[config.mk]
export PLATFORM = sky130hd
export DESIGN_NAME = usf_flow_ctrl
export DESIGN_NICKNAME = d
export VERILOG_FILES = /design/src/inc/usf_pkg.sv /design/src/verilog/usf_flow_ctrl.sv /design/src/verilog/usf_char_match.sv
export SDC_FILE = /design/constraint.sdc
export NUM_CORES = 1
export LEC_CHECK = 0
export BUFFER_PORTS_ARGS = -buffer_cell sky130_fd_sc_hd__clkbuf_2
export CELL_PAD_IN_SITES_DETAIL_PLACEMENT = 2
export CELL_PAD_IN_SITES_GLOBAL_PLACEMENT = 2
export CORE_MARGIN = 5
export CORE_UTILIZATION = 39
export DETAILED_ROUTE_END_ITERATION = 8
export PLACE_DENSITY = 0.92
export SYNTH_ARGS = -nofsm -noshare
export SYNTH_HDL_FRONTEND = slang
export SYNTH_SLANG_ARGS = --single-unit
[constraint.sdc]
create_clock -name CLK_SYS -period 5.5 [get_ports CLK_SYS]
set_input_delay 1.65 -clock CLK_SYS [delete_from_list [all_inputs] [get_ports CLK_SYS]]
set_output_delay 1.65 -clock CLK_SYS [all_outputs]
set_load 0.01 [all_outputs]
[src/inc/usf_pkg.sv]
package usf_pkg;
    // ********************************************************
    // register offsets (byte addresses, one word each)
    // ********************************************************
    localparam logic [7:0] OFS_FEATURE = 8'h00;
    localparam logic [7:0] OFS_MODEM = 8'h04;
    localparam logic [7:0] OFS_IRQ_EN = 8'h08;
    localparam logic [7:0] OFS_THRESH = 8'h0C;
    localparam logic [7:0] OFS_IDENT = 8'h10;
    localparam logic [7:0] OFS_RESUME_ONE = 8'h14;
    localparam logic [7:0] OFS_RESUME_TWO = 8'h18;
    localparam logic [7:0] OFS_PAUSE_ONE = 8'h1C;
    localparam logic [7:0] OFS_PAUSE_TWO = 8'h20;
    localparam logic [7:0] OFS_LINE = 8'h24;
    localparam logic [7:0] OFS_STATUS = 8'h28;

    // ********************************************************
    // fields, codes and reset values
    // ********************************************************
    localparam int SPECIAL_BIT = 5;
    localparam int ANY_RESUME_BIT = 5;
    localparam int PAUSE_IRQ_BIT = 5;
    localparam logic [1:0] FC_NONE = 2'h0;
    localparam logic [1:0] FC_TWO = 2'h1;
    localparam logic [1:0] FC_ONE = 2'h2;
    localparam logic [1:0] FC_BOTH = 2'h3;
    localparam logic [7:0] IDENT_NONE = 8'h01;
    localparam logic [7:0] IDENT_PAUSE = 8'h10;
    localparam logic [1:0] WLEN_RST = 2'h1;
    localparam logic [1:0] WLEN_MAX = 2'h3;
    localparam int THR_SHIFT = 2;
    localparam int THR_MAX_LEVEL = 60;

    typedef struct packed {
        logic [7:0] pause_one;
        logic [7:0] pause_two;
        logic [7:0] resume_one;
        logic [7:0] resume_two;
    } usf_chars_t;

    typedef struct packed {
        logic hit_p1;
        logic hit_p2;
        logic hit_r1;
        logic hit_r2;
        logic single_pause;
        logic single_resume;
        logic seq_mode;
    } usf_match_t;

    typedef enum logic [1:0] {FS_IDLE, FS_FIRST, FS_SECOND} usf_fs_t;
    typedef enum logic [1:0] {RX_PLAIN, RX_HELD_PAUSE, RX_HELD_RESUME}
        usf_rx_t;

    typedef struct packed {
        logic [7:0] feature;
        logic [7:0] modem;
        logic [7:0] irq_en;
        logic [7:0] thresh;
        logic [1:0] wlen;
        usf_rx_t rx_st;
        logic [7:0] held;
        logic replay_v;
        logic [7:0] replay_d;
        logic replay_err;
        logic halted;
        logic flag;
        logic irq;
        usf_fs_t fs;
        logic fs_resume;
        logic [1:0] fs_mode;
        logic pause_sent;
        logic [1:0] sent_mode;
        logic tx_valid;
        logic [7:0] tx_data;
        logic pop;
        logic rxf_wr;
        logic [7:0] rxf_d;
        logic pready;
        logic [31:0] prdata;
        logic pslverr;
    } usf_state_t;
endpackage

[src/verilog/usf_flow_ctrl.sv]
`timescale 1ns/1ps
module usf_flow_ctrl #(
    parameter int FIFO_DEPTH = 64
) (
    input wire logic CLK_SYS, // system clock
    input wire logic RESETN, // async reset, active low
    input wire logic PSEL, // apb select
    input wire logic PENABLE, // apb enable
    input wire logic PWRITE, // apb write
    input wire logic [7:0] PADDR, // apb byte address
    input wire logic [31:0] PWDATA, // apb write data
    output logic [31:0] PRDATA, // apb read data
    output logic PREADY, // apb ready
    output logic PSLVERR, // apb error, unmapped address
    input wire logic RX_VALID, // received character strobe
    input wire logic [7:0] RX_DATA, // received character
    input wire logic RX_ERR, // parity, framing or break
    input wire logic [6:0] RX_LEVEL, // receive fifo fill level
    output logic RXF_WRITE, // write strobe into receive fifo
    output logic [7:0] RXF_DATA, // data into receive fifo
    input wire logic TXF_VALID, // transmit fifo not empty
    input wire logic [7:0] TXF_DATA, // transmit fifo head
    output logic TXF_POP, // take head of transmit fifo
    input wire logic TX_READY, // transmitter at char boundary
    output logic TX_VALID, // character to transmitter
    output logic [7:0] TX_DATA, // character, word-length masked
    output logic TX_HALTED, // transmit held by a pause
    output logic PAUSE_IRQ // pause interrupt output
);
    if (FIFO_DEPTH < usf_pkg::THR_MAX_LEVEL || FIFO_DEPTH > 127)
    begin : g_depth_check
        $error("FIFO_DEPTH out of range");
    end

    usf_pkg::usf_state_t s;
    usf_pkg::usf_state_t s_next;
    usf_pkg::usf_chars_t c;
    usf_pkg::usf_chars_t c_next;
    usf_pkg::usf_match_t m;
    logic in_v;
    logic [7:0] in_d;
    logic in_e;
    logic acc;
    logic hit;
    logic [31:0] rd;
    logic [6:0] halt_lvl;
    logic [6:0] resume_lvl;
    logic pause_evt;
    logic resume_evt;
    logic store;
    logic [1:0] rx_mode;
    logic [1:0] tx_mode;

    function automatic logic [7:0] flow_pick(
        input usf_pkg::usf_chars_t ch,
        input logic [1:0] mode,
        input logic resume,
        input logic second
    );
        logic use_two;
        use_two = mode == usf_pkg::FC_TWO
            || (mode == usf_pkg::FC_BOTH && second);
        if (resume)
            flow_pick = use_two ? ch.resume_two : ch.resume_one;
        else
            flow_pick = use_two ? ch.pause_two : ch.pause_one;
    endfunction

    function automatic logic [7:0] wmask(
        input logic [7:0] d,
        input logic [1:0] wl
    );
        wmask = d & (8'hFF >> (usf_pkg::WLEN_MAX - wl));
    endfunction

    assign rx_mode = s.feature[1:0];
    assign tx_mode = s.feature[3:2];
    assign in_v = RX_VALID || s.replay_v;
    assign in_d = s.replay_v ? s.replay_d : RX_DATA;
    assign in_e = s.replay_v ? s.replay_err : RX_ERR;

    usf_char_match u_match (
        .data(in_d),
        .chars(c),
        .rx_mode(rx_mode),
        .tx_mode(tx_mode),
        .m(m)
    );

    // ********************************************************
    // next state
    // ********************************************************
    always_comb
    begin
        s_next = s;
        c_next = c;
        rd = '0;
        hit = 1'b1;
        pause_evt = 1'b0;
        resume_evt = 1'b0;
        store = 1'b0;
        halt_lvl = 7'(s.thresh[3:0]) << usf_pkg::THR_SHIFT;
        resume_lvl = 7'(s.thresh[7:4]) << usf_pkg::THR_SHIFT;

        // apb: ready one cycle into access, effect at completion
        acc = PSEL && PENABLE && s.pready;
        s_next.pready = PSEL && PENABLE && !s.pready;
        s_next.prdata = '0;
        s_next.pslverr = 1'b0;
        if (PSEL && PENABLE && !s.pready)
        begin
            if (PADDR == usf_pkg::OFS_FEATURE)
                rd = {24'h000000, s.feature};
            else if (PADDR == usf_pkg::OFS_MODEM)
                rd = {24'h000000, s.modem};
            else if (PADDR == usf_pkg::OFS_IRQ_EN)
                rd = {24'h000000, s.irq_en};
            else if (PADDR == usf_pkg::OFS_THRESH)
                rd = {24'h000000, s.thresh};
            else if (PADDR == usf_pkg::OFS_IDENT)
                rd = {24'h000000, s.flag ? usf_pkg::IDENT_PAUSE
                    : usf_pkg::IDENT_NONE};
            else if (PADDR == usf_pkg::OFS_RESUME_ONE)
                rd = {24'h000000, c.resume_one};
            else if (PADDR == usf_pkg::OFS_RESUME_TWO)
                rd = {24'h000000, c.resume_two};
            else if (PADDR == usf_pkg::OFS_PAUSE_ONE)
                rd = {24'h000000, c.pause_one};
            else if (PADDR == usf_pkg::OFS_PAUSE_TWO)
                rd = {24'h000000, c.pause_two};
            else if (PADDR == usf_pkg::OFS_LINE)
                rd = {30'h00000000, s.wlen};
            else if (PADDR == usf_pkg::OFS_STATUS)
                rd = {29'h00000000, s.rx_st != usf_pkg::RX_PLAIN,
                    s.pause_sent, s.halted};
            else
                hit = 1'b0;
            s_next.prdata = rd;
            s_next.pslverr = !hit;
        end
        if (acc && PWRITE)
        begin
            if (PADDR == usf_pkg::OFS_FEATURE)
                s_next.feature = PWDATA[7:0];
            else if (PADDR == usf_pkg::OFS_MODEM)
                s_next.modem = PWDATA[7:0];
            else if (PADDR == usf_pkg::OFS_IRQ_EN)
                s_next.irq_en = PWDATA[7:0];
            else if (PADDR == usf_pkg::OFS_THRESH)
                s_next.thresh = PWDATA[7:0];
            else if (PADDR == usf_pkg::OFS_RESUME_ONE)
                c_next.resume_one = PWDATA[7:0];
            else if (PADDR == usf_pkg::OFS_RESUME_TWO)
                c_next.resume_two = PWDATA[7:0];
            else if (PADDR == usf_pkg::OFS_PAUSE_ONE)
                c_next.pause_one = PWDATA[7:0];
            else if (PADDR == usf_pkg::OFS_PAUSE_TWO)
                c_next.pause_two = PWDATA[7:0];
            else if (PADDR == usf_pkg::OFS_LINE)
                s_next.wlen = PWDATA[1:0];
        end
        if (acc && !PWRITE && PADDR == usf_pkg::OFS_IDENT)
            s_next.flag = 1'b0;

        // ****************************************************
        // receive side
        // ****************************************************
        // a mismatched pair replays its second character next cycle
        s_next.replay_v = 1'b0;
        s_next.rxf_wr = 1'b0;
        s_next.rxf_d = in_d;
        if (in_v)
        begin
            if (s.rx_st != usf_pkg::RX_PLAIN)
            begin
                s_next.rx_st = usf_pkg::RX_PLAIN;
                if (!in_e && s.rx_st == usf_pkg::RX_HELD_PAUSE
                    && m.hit_p2)
                    pause_evt = 1'b1;
                else if (!in_e && s.rx_st == usf_pkg::RX_HELD_RESUME
                    && m.hit_r2)
                    resume_evt = 1'b1;
                else
                begin
                    s_next.rxf_wr = 1'b1;
                    s_next.rxf_d = s.held;
                    s_next.replay_v = 1'b1;
                    s_next.replay_d = in_d;
                    s_next.replay_err = in_e;
                end
            end
            else if (in_e || rx_mode == usf_pkg::FC_NONE)
                store = 1'b1;
            else if (s.halted && s.modem[usf_pkg::ANY_RESUME_BIT])
            begin
                resume_evt = 1'b1;
                store = m.seq_mode ? !m.hit_r1 : !m.single_resume;
            end
            else if (m.seq_mode && (m.hit_p1 || m.hit_r1))
            begin
                s_next.rx_st = m.hit_p1 ? usf_pkg::RX_HELD_PAUSE
                    : usf_pkg::RX_HELD_RESUME;
                s_next.held = in_d;
            end
            else if (m.single_pause)
                pause_evt = 1'b1;
            else if (m.single_resume)
                resume_evt = 1'b1;
            else
                store = 1'b1;
            if (store && !in_e && s.feature[usf_pkg::SPECIAL_BIT]
                && m.hit_p2)
                s_next.flag = 1'b1;
            if (store)
                s_next.rxf_wr = 1'b1;
        end
        if (resume_evt)
        begin
            s_next.halted = 1'b0;
            s_next.flag = 1'b0;
        end
        if (pause_evt)
        begin
            s_next.halted = 1'b1;
            s_next.flag = 1'b1;
        end
        if (rx_mode == usf_pkg::FC_NONE)
            s_next.halted = 1'b0;
        s_next.irq = s_next.flag && s_next.irq_en[usf_pkg::PAUSE_IRQ_BIT];

        // ****************************************************
        // transmit side
        // ****************************************************
        if (s.fs == usf_pkg::FS_IDLE)
        begin
            if (s.pause_sent)
            begin
                if (tx_mode != s.sent_mode || RX_LEVEL <= resume_lvl)
                begin
                    s_next.fs = usf_pkg::FS_FIRST;
                    s_next.fs_resume = 1'b1;
                    s_next.fs_mode = s.sent_mode;
                end
            end
            else if (tx_mode != usf_pkg::FC_NONE && RX_LEVEL > halt_lvl)
            begin
                s_next.fs = usf_pkg::FS_FIRST;
                s_next.fs_resume = 1'b0;
                s_next.fs_mode = tx_mode;
            end
        end
        s_next.tx_valid = 1'b0;
        s_next.pop = 1'b0;
        if (TX_READY && !s.tx_valid)
        begin
            if (s.fs != usf_pkg::FS_IDLE)
            begin
                s_next.tx_valid = 1'b1;
                s_next.tx_data = wmask(flow_pick(c, s.fs_mode, s.fs_resume,
                    s.fs == usf_pkg::FS_SECOND), s.wlen);
                if (s.fs == usf_pkg::FS_FIRST
                    && s.fs_mode == usf_pkg::FC_BOTH)
                    s_next.fs = usf_pkg::FS_SECOND;
                else
                begin
                    s_next.fs = usf_pkg::FS_IDLE;
                    s_next.pause_sent = !s.fs_resume;
                    s_next.sent_mode = s.fs_mode;
                end
            end
            else if (!s.halted && TXF_VALID)
            begin
                s_next.tx_valid = 1'b1;
                s_next.pop = 1'b1;
                s_next.tx_data = wmask(TXF_DATA, s.wlen);
            end
        end
    end

    // ********************************************************
    // registers
    // ********************************************************
    always_ff @(posedge CLK_SYS or negedge RESETN)
    begin
        if (!RESETN)
        begin
            s <= '0;
            s.wlen <= usf_pkg::WLEN_RST;
        end
        else
            s <= s_next;
    end

    // no reset: flow characters survive a device reset
    // characters kept
    always_ff @(posedge CLK_SYS)
    begin
        c <= c_next;
    end

    assign PRDATA = s.prdata;
    assign PREADY = s.pready;
    assign PSLVERR = s.pslverr;
    assign RXF_WRITE = s.rxf_wr;
    assign RXF_DATA = s.rxf_d;
    assign TXF_POP = s.pop;
    assign TX_VALID = s.tx_valid;
    assign TX_DATA = s.tx_data;
    assign TX_HALTED = s.halted;
    assign PAUSE_IRQ = s.irq;
endmodule

[src/verilog/usf_char_match.sv]
`timescale 1ns/1ps
// ************************************************************
// flow character comparator
// ************************************************************
module usf_char_match (
    input wire logic [7:0] data, // character under test
    input wire usf_pkg::usf_chars_t chars, // programmed characters
    input wire logic [1:0] rx_mode, // receive compare selection
    input wire logic [1:0] tx_mode, // transmit pair selection
    output usf_pkg::usf_match_t m // classification
);
    always_comb
    begin
        m = '0;
        m.hit_p1 = data == chars.pause_one;
        m.hit_p2 = data == chars.pause_two;
        m.hit_r1 = data == chars.resume_one;
        m.hit_r2 = data == chars.resume_two;
        m.seq_mode = rx_mode == usf_pkg::FC_BOTH
            && (tx_mode == usf_pkg::FC_BOTH
            || tx_mode == usf_pkg::FC_NONE);
        case (rx_mode)
            usf_pkg::FC_ONE:
            begin
                m.single_pause = m.hit_p1;
                m.single_resume = m.hit_r1;
            end
            usf_pkg::FC_TWO:
            begin
                m.single_pause = m.hit_p2;
                m.single_resume = m.hit_r2;
            end
            usf_pkg::FC_BOTH:
            begin
                m.single_pause = !m.seq_mode && (m.hit_p1 || m.hit_p2);
                m.single_resume = !m.seq_mode && (m.hit_r1 || m.hit_r2);
            end
            default:
            begin
                m.single_pause = 1'b0;
                m.single_resume = 1'b0;
            end
        endcase
    end
endmodule

==> metrics.txt, run 1 <==
outcome=completed; CTS Hold Buffers Added=0; Hold Path Origin=s[102]; MaxCap Viol Count=0; Final Setup Violations=0; Synth Area in Compound Gates=0.131; CP Launch Type=input port; CP dominant cell by count=a21oi_1; crit-path max cell delay=0.93 ns; Fin Clk Skew=0.00989 ns; Num Clock Sinks=126; Final HPWL DP=16900 um; WL final=22900 um; WL/cell=25.1 um; CTS Buf Count=17; largest net degree at the start of global routing=59; Synth top area share=0.346; DRT iter0 DRCs=369; final-report hold violation count=0; IO Pins=127; Slew @ Worst Pin=1.19 ns; hold path depth=1; final weighted congestion in routability-driven placement=0.945; Final Critical Period=4.13 ns; H-tree levels=4; port bufs=78; Setup WS pre-CTS=1.02 ns; Max VDD drop=0.000214 V; worst-path cell chain=clkbuf_2 > mux2i_2 > xnor2_1 > nor4_1 > nand2_1 > a21oi_1 > nor2_1 > a21oi_1; cells after synthesis=613; max-slew violations=0; R2R depth=7; asr flop ratio synth=0.746; fin crit share=0.751; FF+latch count, synth=126; Leak=3.28 nW; DRC Markers=0; predominant post-synthesis flop cell=dfrtp_1; Crit. End Element=flop; synth top area cells=dfrtp_1 (35%), edfxtp_1 (14%), buf_4 (5.5%); clock transition at the registers of the reported paths=0.06 ns; vias in the first global route=5925; post-cts resize count=0; Worst Path Arrival=4.47 ns; root buffer cell=clkbuf_16; Setup CP Type=input port to flop; CTS Buffer Depth=2; final antenna-violating net count=0; most frequent cells in the layout=dfrtp_1 (93), clkbuf_2 (77), nor2_1 (51), nand2_1 (44), a21oi_1 (37); EDFF count, synth=32; die area=20000 sq um; post-synthesis xor/xnor area fraction=0.0443; Tot GR Track Use=0.236; setup bufs post-CTS=0; Warnings, synthesis=0; largest fanout on the critical path=16; Cells after DPL=880; ant diodes=0; die outline width=141 um; global-route wire length before repair=35500 um; post-synthesis sequential area ratio=0.493; CTS tree=done; Rows=48; Crit path required time=5.84 ns; area of the mapped netlist=6720 sq um; Synth Area in Adders=0.0168; grt total ovfl=0; RSZ-0062 raised after global routing=no; drt pass-1 iters=6; slowest stage cell on the critical path=a21oi_1; end of the worst hold path=s[102]; Synth area leader=dfrtp_1; largest family of logic cells by synthesized area=compound AO/OA/AOI/OAI gates; Starting Density=0.393; fin cells=912; most common cell after layout, fill and taps aside=dfrtp_1; Synth Area per Inst=11.0 sq um; R2R Setup Slk=1.59 ns; Max Freq=242 MHz; core area=17100 sq um; source of the worst register-to-register timing path=s[73]; top cell family by delay on the critical path=compound AO/OA/AOI/OAI gates; WP buf/inv=1; Worst Hold Class=flop to flop; Pwr Density=336 nW/um^2; simple-gate share of the synthesized area=0.125; final setup TNS=0 ns; reg2reg end=s[75]; count of different cell masters after synthesis=64; vias per inst=5.71; layout cells sized above 1=0.252; Area Growth Syn to Fin=14.1%; final hold slack=0.518 ns; relative slew slack=0.207; initial antenna violation count=0; nets@finish=755; mux contribution to synthesized area=0.107; Worst-Skew Late Latency=0.43 ns; Die Ht=141 um; PnR worst setup slack=1.37 ns; Via Count=5208
==> through the flow <==
step                 util  power (mW)  instance area (sq um)
CTS                 0.448        2.60                   7670
detailed placement  0.413        1.45                   7070
global route        0.448        2.68                   7670
floorplan               -        1.34                   6810
finish              0.448        2.58                   7670
global placement    0.413        1.42                   7070
==> worst register-to-register path, delay by kind of cell, from the launching register on <==
kind	cells	cell delay, ns
AO/OA/AOI/OAI	2	1.11
XOR/XNOR	1	0.19
flip-flops	1	0.96
multiplexers	1	0.67
AND/OR/NAND/NOR	3	0.88
==> layer usage <==
| metal | track usage | share of wire | vias to the layer above |
|---|---|---|---|
| li1 | - | - | 2299 |
| met1 | 0.285 | 0.40 | 2699 |
| met2 | 0.420 | 0.52 | 172 |
| met3 | 0.0435 | 0.051 | 38 |
| met4 | 0.0826 | 0.024 | 0 |
| met5 | 0 | 0 | - |
==> power breakdown <==
part / switching (mW) / internal (mW)
Clock: 0.428 / 0.708
Combinational: 0.216 / 0.149
Sequential: 0.0611 / 1.01
==> synthesized netlist by cell type, types with 4 or more instances <==
cell	instances
a21oi_1	37
a221oi_1	6
a222oi_1	4
a22oi_1	11
a31oi_1	9
buf_2	4
buf_4	49
clkbuf_1	10
dfrtp_1	93
edfxtp_1	32
ha_1	9
inv_1	25
mux2_1	5
mux2_2	29
mux2i_4	5
mux4_2	8
nand2_1	44
nand2b_1	6
nand3_1	11
nand4_1	5
nor2_1	51
nor2b_1	5
nor3_1	12
nor4_1	9
o21ai_0	29
o221ai_1	7
o22ai_1	9
xnor2_1	32
==> logic make-up after synthesis <==
| kind of cell | Yosys count |
|---|---|
| AOI/OAI and AO/OA | 135 |
| xor gates and xnor gates | 34 |
| adders and majority gates | 9 |
| buffers and inverters | 91 |
| DFF | 126 |
| muxes | 50 |
| other | 1 |
| and+or+nand+nor | 167 |
==> sequential cells by signal, summed over array words and instances (netlist names), 2 cells and up <==
register / cells
c: 32
TX_DATA: 8
PRDATA: 8
resume_lvl: 4
s: 53
RXF_DATA: 8
halt_lvl: 4
rx_mode: 2
==> final cells by class <==
type / instances / area (sq um)
Clock buffer: 17 / 425
Clock inverter: 15 / 170
Fill cell: 1776 / 9450
Inverter: 25 / 93.8
Multi-Input combinational cell: 419 / 2940
Sequential cell: 126 / 3310
Tap cell: 225 / 282
Timing Repair Buffer: 85 / 445
==> worst max-delay path by stage <==
stage               start  endpoint  slack, ns  depth (start not counted)
2_1_floorplan    PADDR[2]     c[10]       1.74                          5
3_3_place_gp   RX_DATA[3]     s[64]       1.22                         10
3_5_place_dp   RX_DATA[3]     s[64]       1.02                         10
4_1_cts        RX_DATA[3]     s[64]       1.36                         10
5_1_grt        RX_DATA[3]     s[79]       1.18                          8
6_report       RX_DATA[3]     s[75]       1.37                          8
Note: power is estimated with default switching activity, not from simulation.
==> run 2, diff against run 1 <==
--- a/config.mk
+++ b/config.mk
@@ -9,9 +9,9 @@
 export CELL_PAD_IN_SITES_DETAIL_PLACEMENT = 2
 export CELL_PAD_IN_SITES_GLOBAL_PLACEMENT = 2
 export CORE_MARGIN = 5
-export CORE_UTILIZATION = 39
+export CORE_UTILIZATION = 36
 export DETAILED_ROUTE_END_ITERATION = 8
-export PLACE_DENSITY = 0.92
+export PLACE_DENSITY = 0.86
 export SYNTH_ARGS = -nofsm -noshare
 export SYNTH_HDL_FRONTEND = slang
 export SYNTH_SLANG_ARGS = --single-unit
==> constraint.sdc (replaced) <==
create_clock -name CLK_SYS -period 4.15 [get_ports CLK_SYS]
set_input_delay 1.245 -clock CLK_SYS [delete_from_list [all_inputs] [get_ports CLK_SYS]]
set_output_delay 1.245 -clock CLK_SYS [all_outputs]
set_load 0.01 [all_outputs]
==> run 2 against run 1 <==
Against the previous run: final cell count increased by 2.1%; register-to-register slack worse by 0.97 ns; flip-flop and latch count is the same; largest cell class unchanged; non-clock buffer count grew 10; critical path depth did not move; die area rose by 7.7%.
==> metrics.txt, run 2 (synthesis gave the netlist of run 1 again) <==
MaxCap Viol Count=0 (unchanged); final weighted congestion in routability-driven placement=0.873 (-7.7%); DRC Markers=0 (unchanged); Fin Clk Skew=0.0106 ns (+0.000712 ns); final antenna-violating net count=0 (unchanged); most frequent cells in the layout=dfrtp_1 (93), clkbuf_2 (77), nor2_1 (51), nand2_1 (44), a21oi_1 (37); source of the worst register-to-register timing path=s[73]; nets@finish=765 (+1.3%); CTS Buffer Depth=2 (unchanged); Max Freq=283 MHz; Final Total Pwr=3.50 mW (+36%); Cell Area, Placed=7160 sq um (+1.2%); Setup WS pre-CTS=0.435 ns (-0.586 ns); met2 WL=12100 um (+1.1%); drt pass-1 iters=5 (-1); WL final=23400 um (+2.1%); CTS Buf Count=17 (unchanged); post-cts resize count=0 (unchanged); RSZ-0062 raised after global routing=no; ant diodes=0 (unchanged); largest fanout on the critical path=13 (-3); Num Clock Sinks=126 (unchanged); final setup TNS=0 ns (unchanged); final-report hold violation count=0 (unchanged); Rows=50 (+4.2%); layout cells sized above 1=0.261 (+0.00930); Fillers=1928 (+8.6%); max reg flops=53 (unchanged); Setup CP Type=flop to flop; global-route wire length before repair=36000 um (+1.2%); vias per inst=5.67 (-0.69%); Regs by FF count=s x53, c x32; core area=18500 sq um (+8.2%); grt total ovfl=0 (unchanged); relative slew slack=0.266 (+0.0597); Slew @ Worst Pin=1.10 ns (-0.0895 ns); critical path launch point=s[73]; port bufs=78 (unchanged); Worst-Skew Late Latency=0.42 ns (about the same); Crit. End Element=flop; Worst Hold Class=flop to flop; die outline width=147 um (+3.8%); WL/cell=25.1 um (about the same); fin crit share=0.850; DRT iter0 DRCs=406 (+10%); setup bufs post-CTS=0 (unchanged); most common cell after layout, fill and taps aside=dfrtp_1; die area=21500 sq um (+7.7%); Pwr Density=450 nW/um^2 (+34%); R2R Setup Slk=0.62 ns (-0.97 ns); root buffer cell=clkbuf_16; R2R depth=8 (+1); initial antenna violation count=0 (unchanged); PnR worst setup slack=0.622 ns (-0.746 ns); CP Launch Type=flop; Worst Path Arrival=3.82 ns (-0.65 ns); IO Pins=127 (unchanged); hold path depth=2 (+1); CTS Hold Buffers Added=0 (unchanged); Die Ht=147 um (+3.8%); vias in the first global route=5892 (-0.56%); Most flops, register=s; max-slew violations=0 (unchanged); Crit path required time=4.45 ns (-1.39 ns); clock transition at the registers of the reported paths=0.05 ns (about the same); Hold Path Origin=s[71]; Via Count=5280 (+1.4%); Final Setup Violations=0 (unchanged); Final Critical Period=3.53 ns; Tot GR Track Use=0.219 (-0.0164); Starting Density=0.363 (-0.0297); Top Metal Used=met4; end of the worst hold path=s[71]; reg2reg end=s[68]; met3 wire length=1340 um (+15%); largest net degree at the start of global routing=84 (+42%); H-tree levels=4 (unchanged); Final HPWL DP=16700 um (-0.78%); Leak=3.34 nW (+2.1%); outcome=completed; Met1 Routed Length=9170 um (-0.27%); Max VDD drop=0.000235 V (+9.5%); post-route cell area=7770 sq um (+1.3%); Area Growth Syn to Fin=15.6%; CTS tree=done
-- run 2: cell count changes in the layout (fill, tap and decap cells not counted), sizes merged --
cell / previous run / this run
bufinv: 3 / 2
buf: 8 / 18
clkinv: 9 / 3
clkinvlp: 2 / 0
inv: 26 / 25
clkbuf: 94 / 104
-- run 2: layout make-up --
cell class	instances	area [sq um]	area share
clock inverters	5	75.1	0.00966
clock buffers	27	534	0.0688
flip-flops and latches	126	3310	0.427
repair buffers	95	520	0.0670
well taps	234	293	0.0377
inverters	25	93.8	0.0121
multi-input cells	419	2940	0.378
-- run 2: worst max-delay path, stage by stage, from the launching register on --
cell and delay [ns]:
dfrtp_1 0.94, mux2i_2 0.61, xnor2_1 0.16, nor4_2 0.55, nand2_1 0.18, o21ai_1 0.17, a211o_1 0.16, or2_1 0.26
mux2_1 0.36
-- run 2: worst max path at each step --
stage | endpoint | slack [ns] | depth (start not counted)
2_1_floorplan | c[10] | 0.80 | 5
4_1_cts | s[68] | 0.63 | 8
3_5_place_dp | s[69] | 0.44 | 9
6_report | s[68] | 0.62 | 8
5_1_grt | s[68] | 0.46 | 8
3_3_place_gp | PAUSE_IRQ | 0.54 | 9
-- run 2: stage by stage --
step / hold slack, ns / util / std cells
6_report: 0.503 / 0.420 / 931
4_1_cts: 0.511 / 0.420 / 931
3_3_place_gp: 0.488 / 0.387 / 899
3_5_place_dp: 0.498 / 0.387 / 899
2_1_floorplan: 0.468 / - / 636
5_1_grt: 0.527 / 0.420 / 931
-- run 2: power by group --
part | switching, mW | leakage (nW) | internal [mW]
logic | 0.307 | 1.53 | 0.201
clock network | 0.558 | 0.302 | 0.999
registers | 0.0870 | 1.51 | 1.34
-- run 2: routing by layer --
layer / GRT usage / vias to the layer above
li1: - / 2304
met1: 0.263 / 2730
met2: 0.383 / 203
met3: 0.0500 / 43
met4: 0.0833 / 0
met5: 0 / -
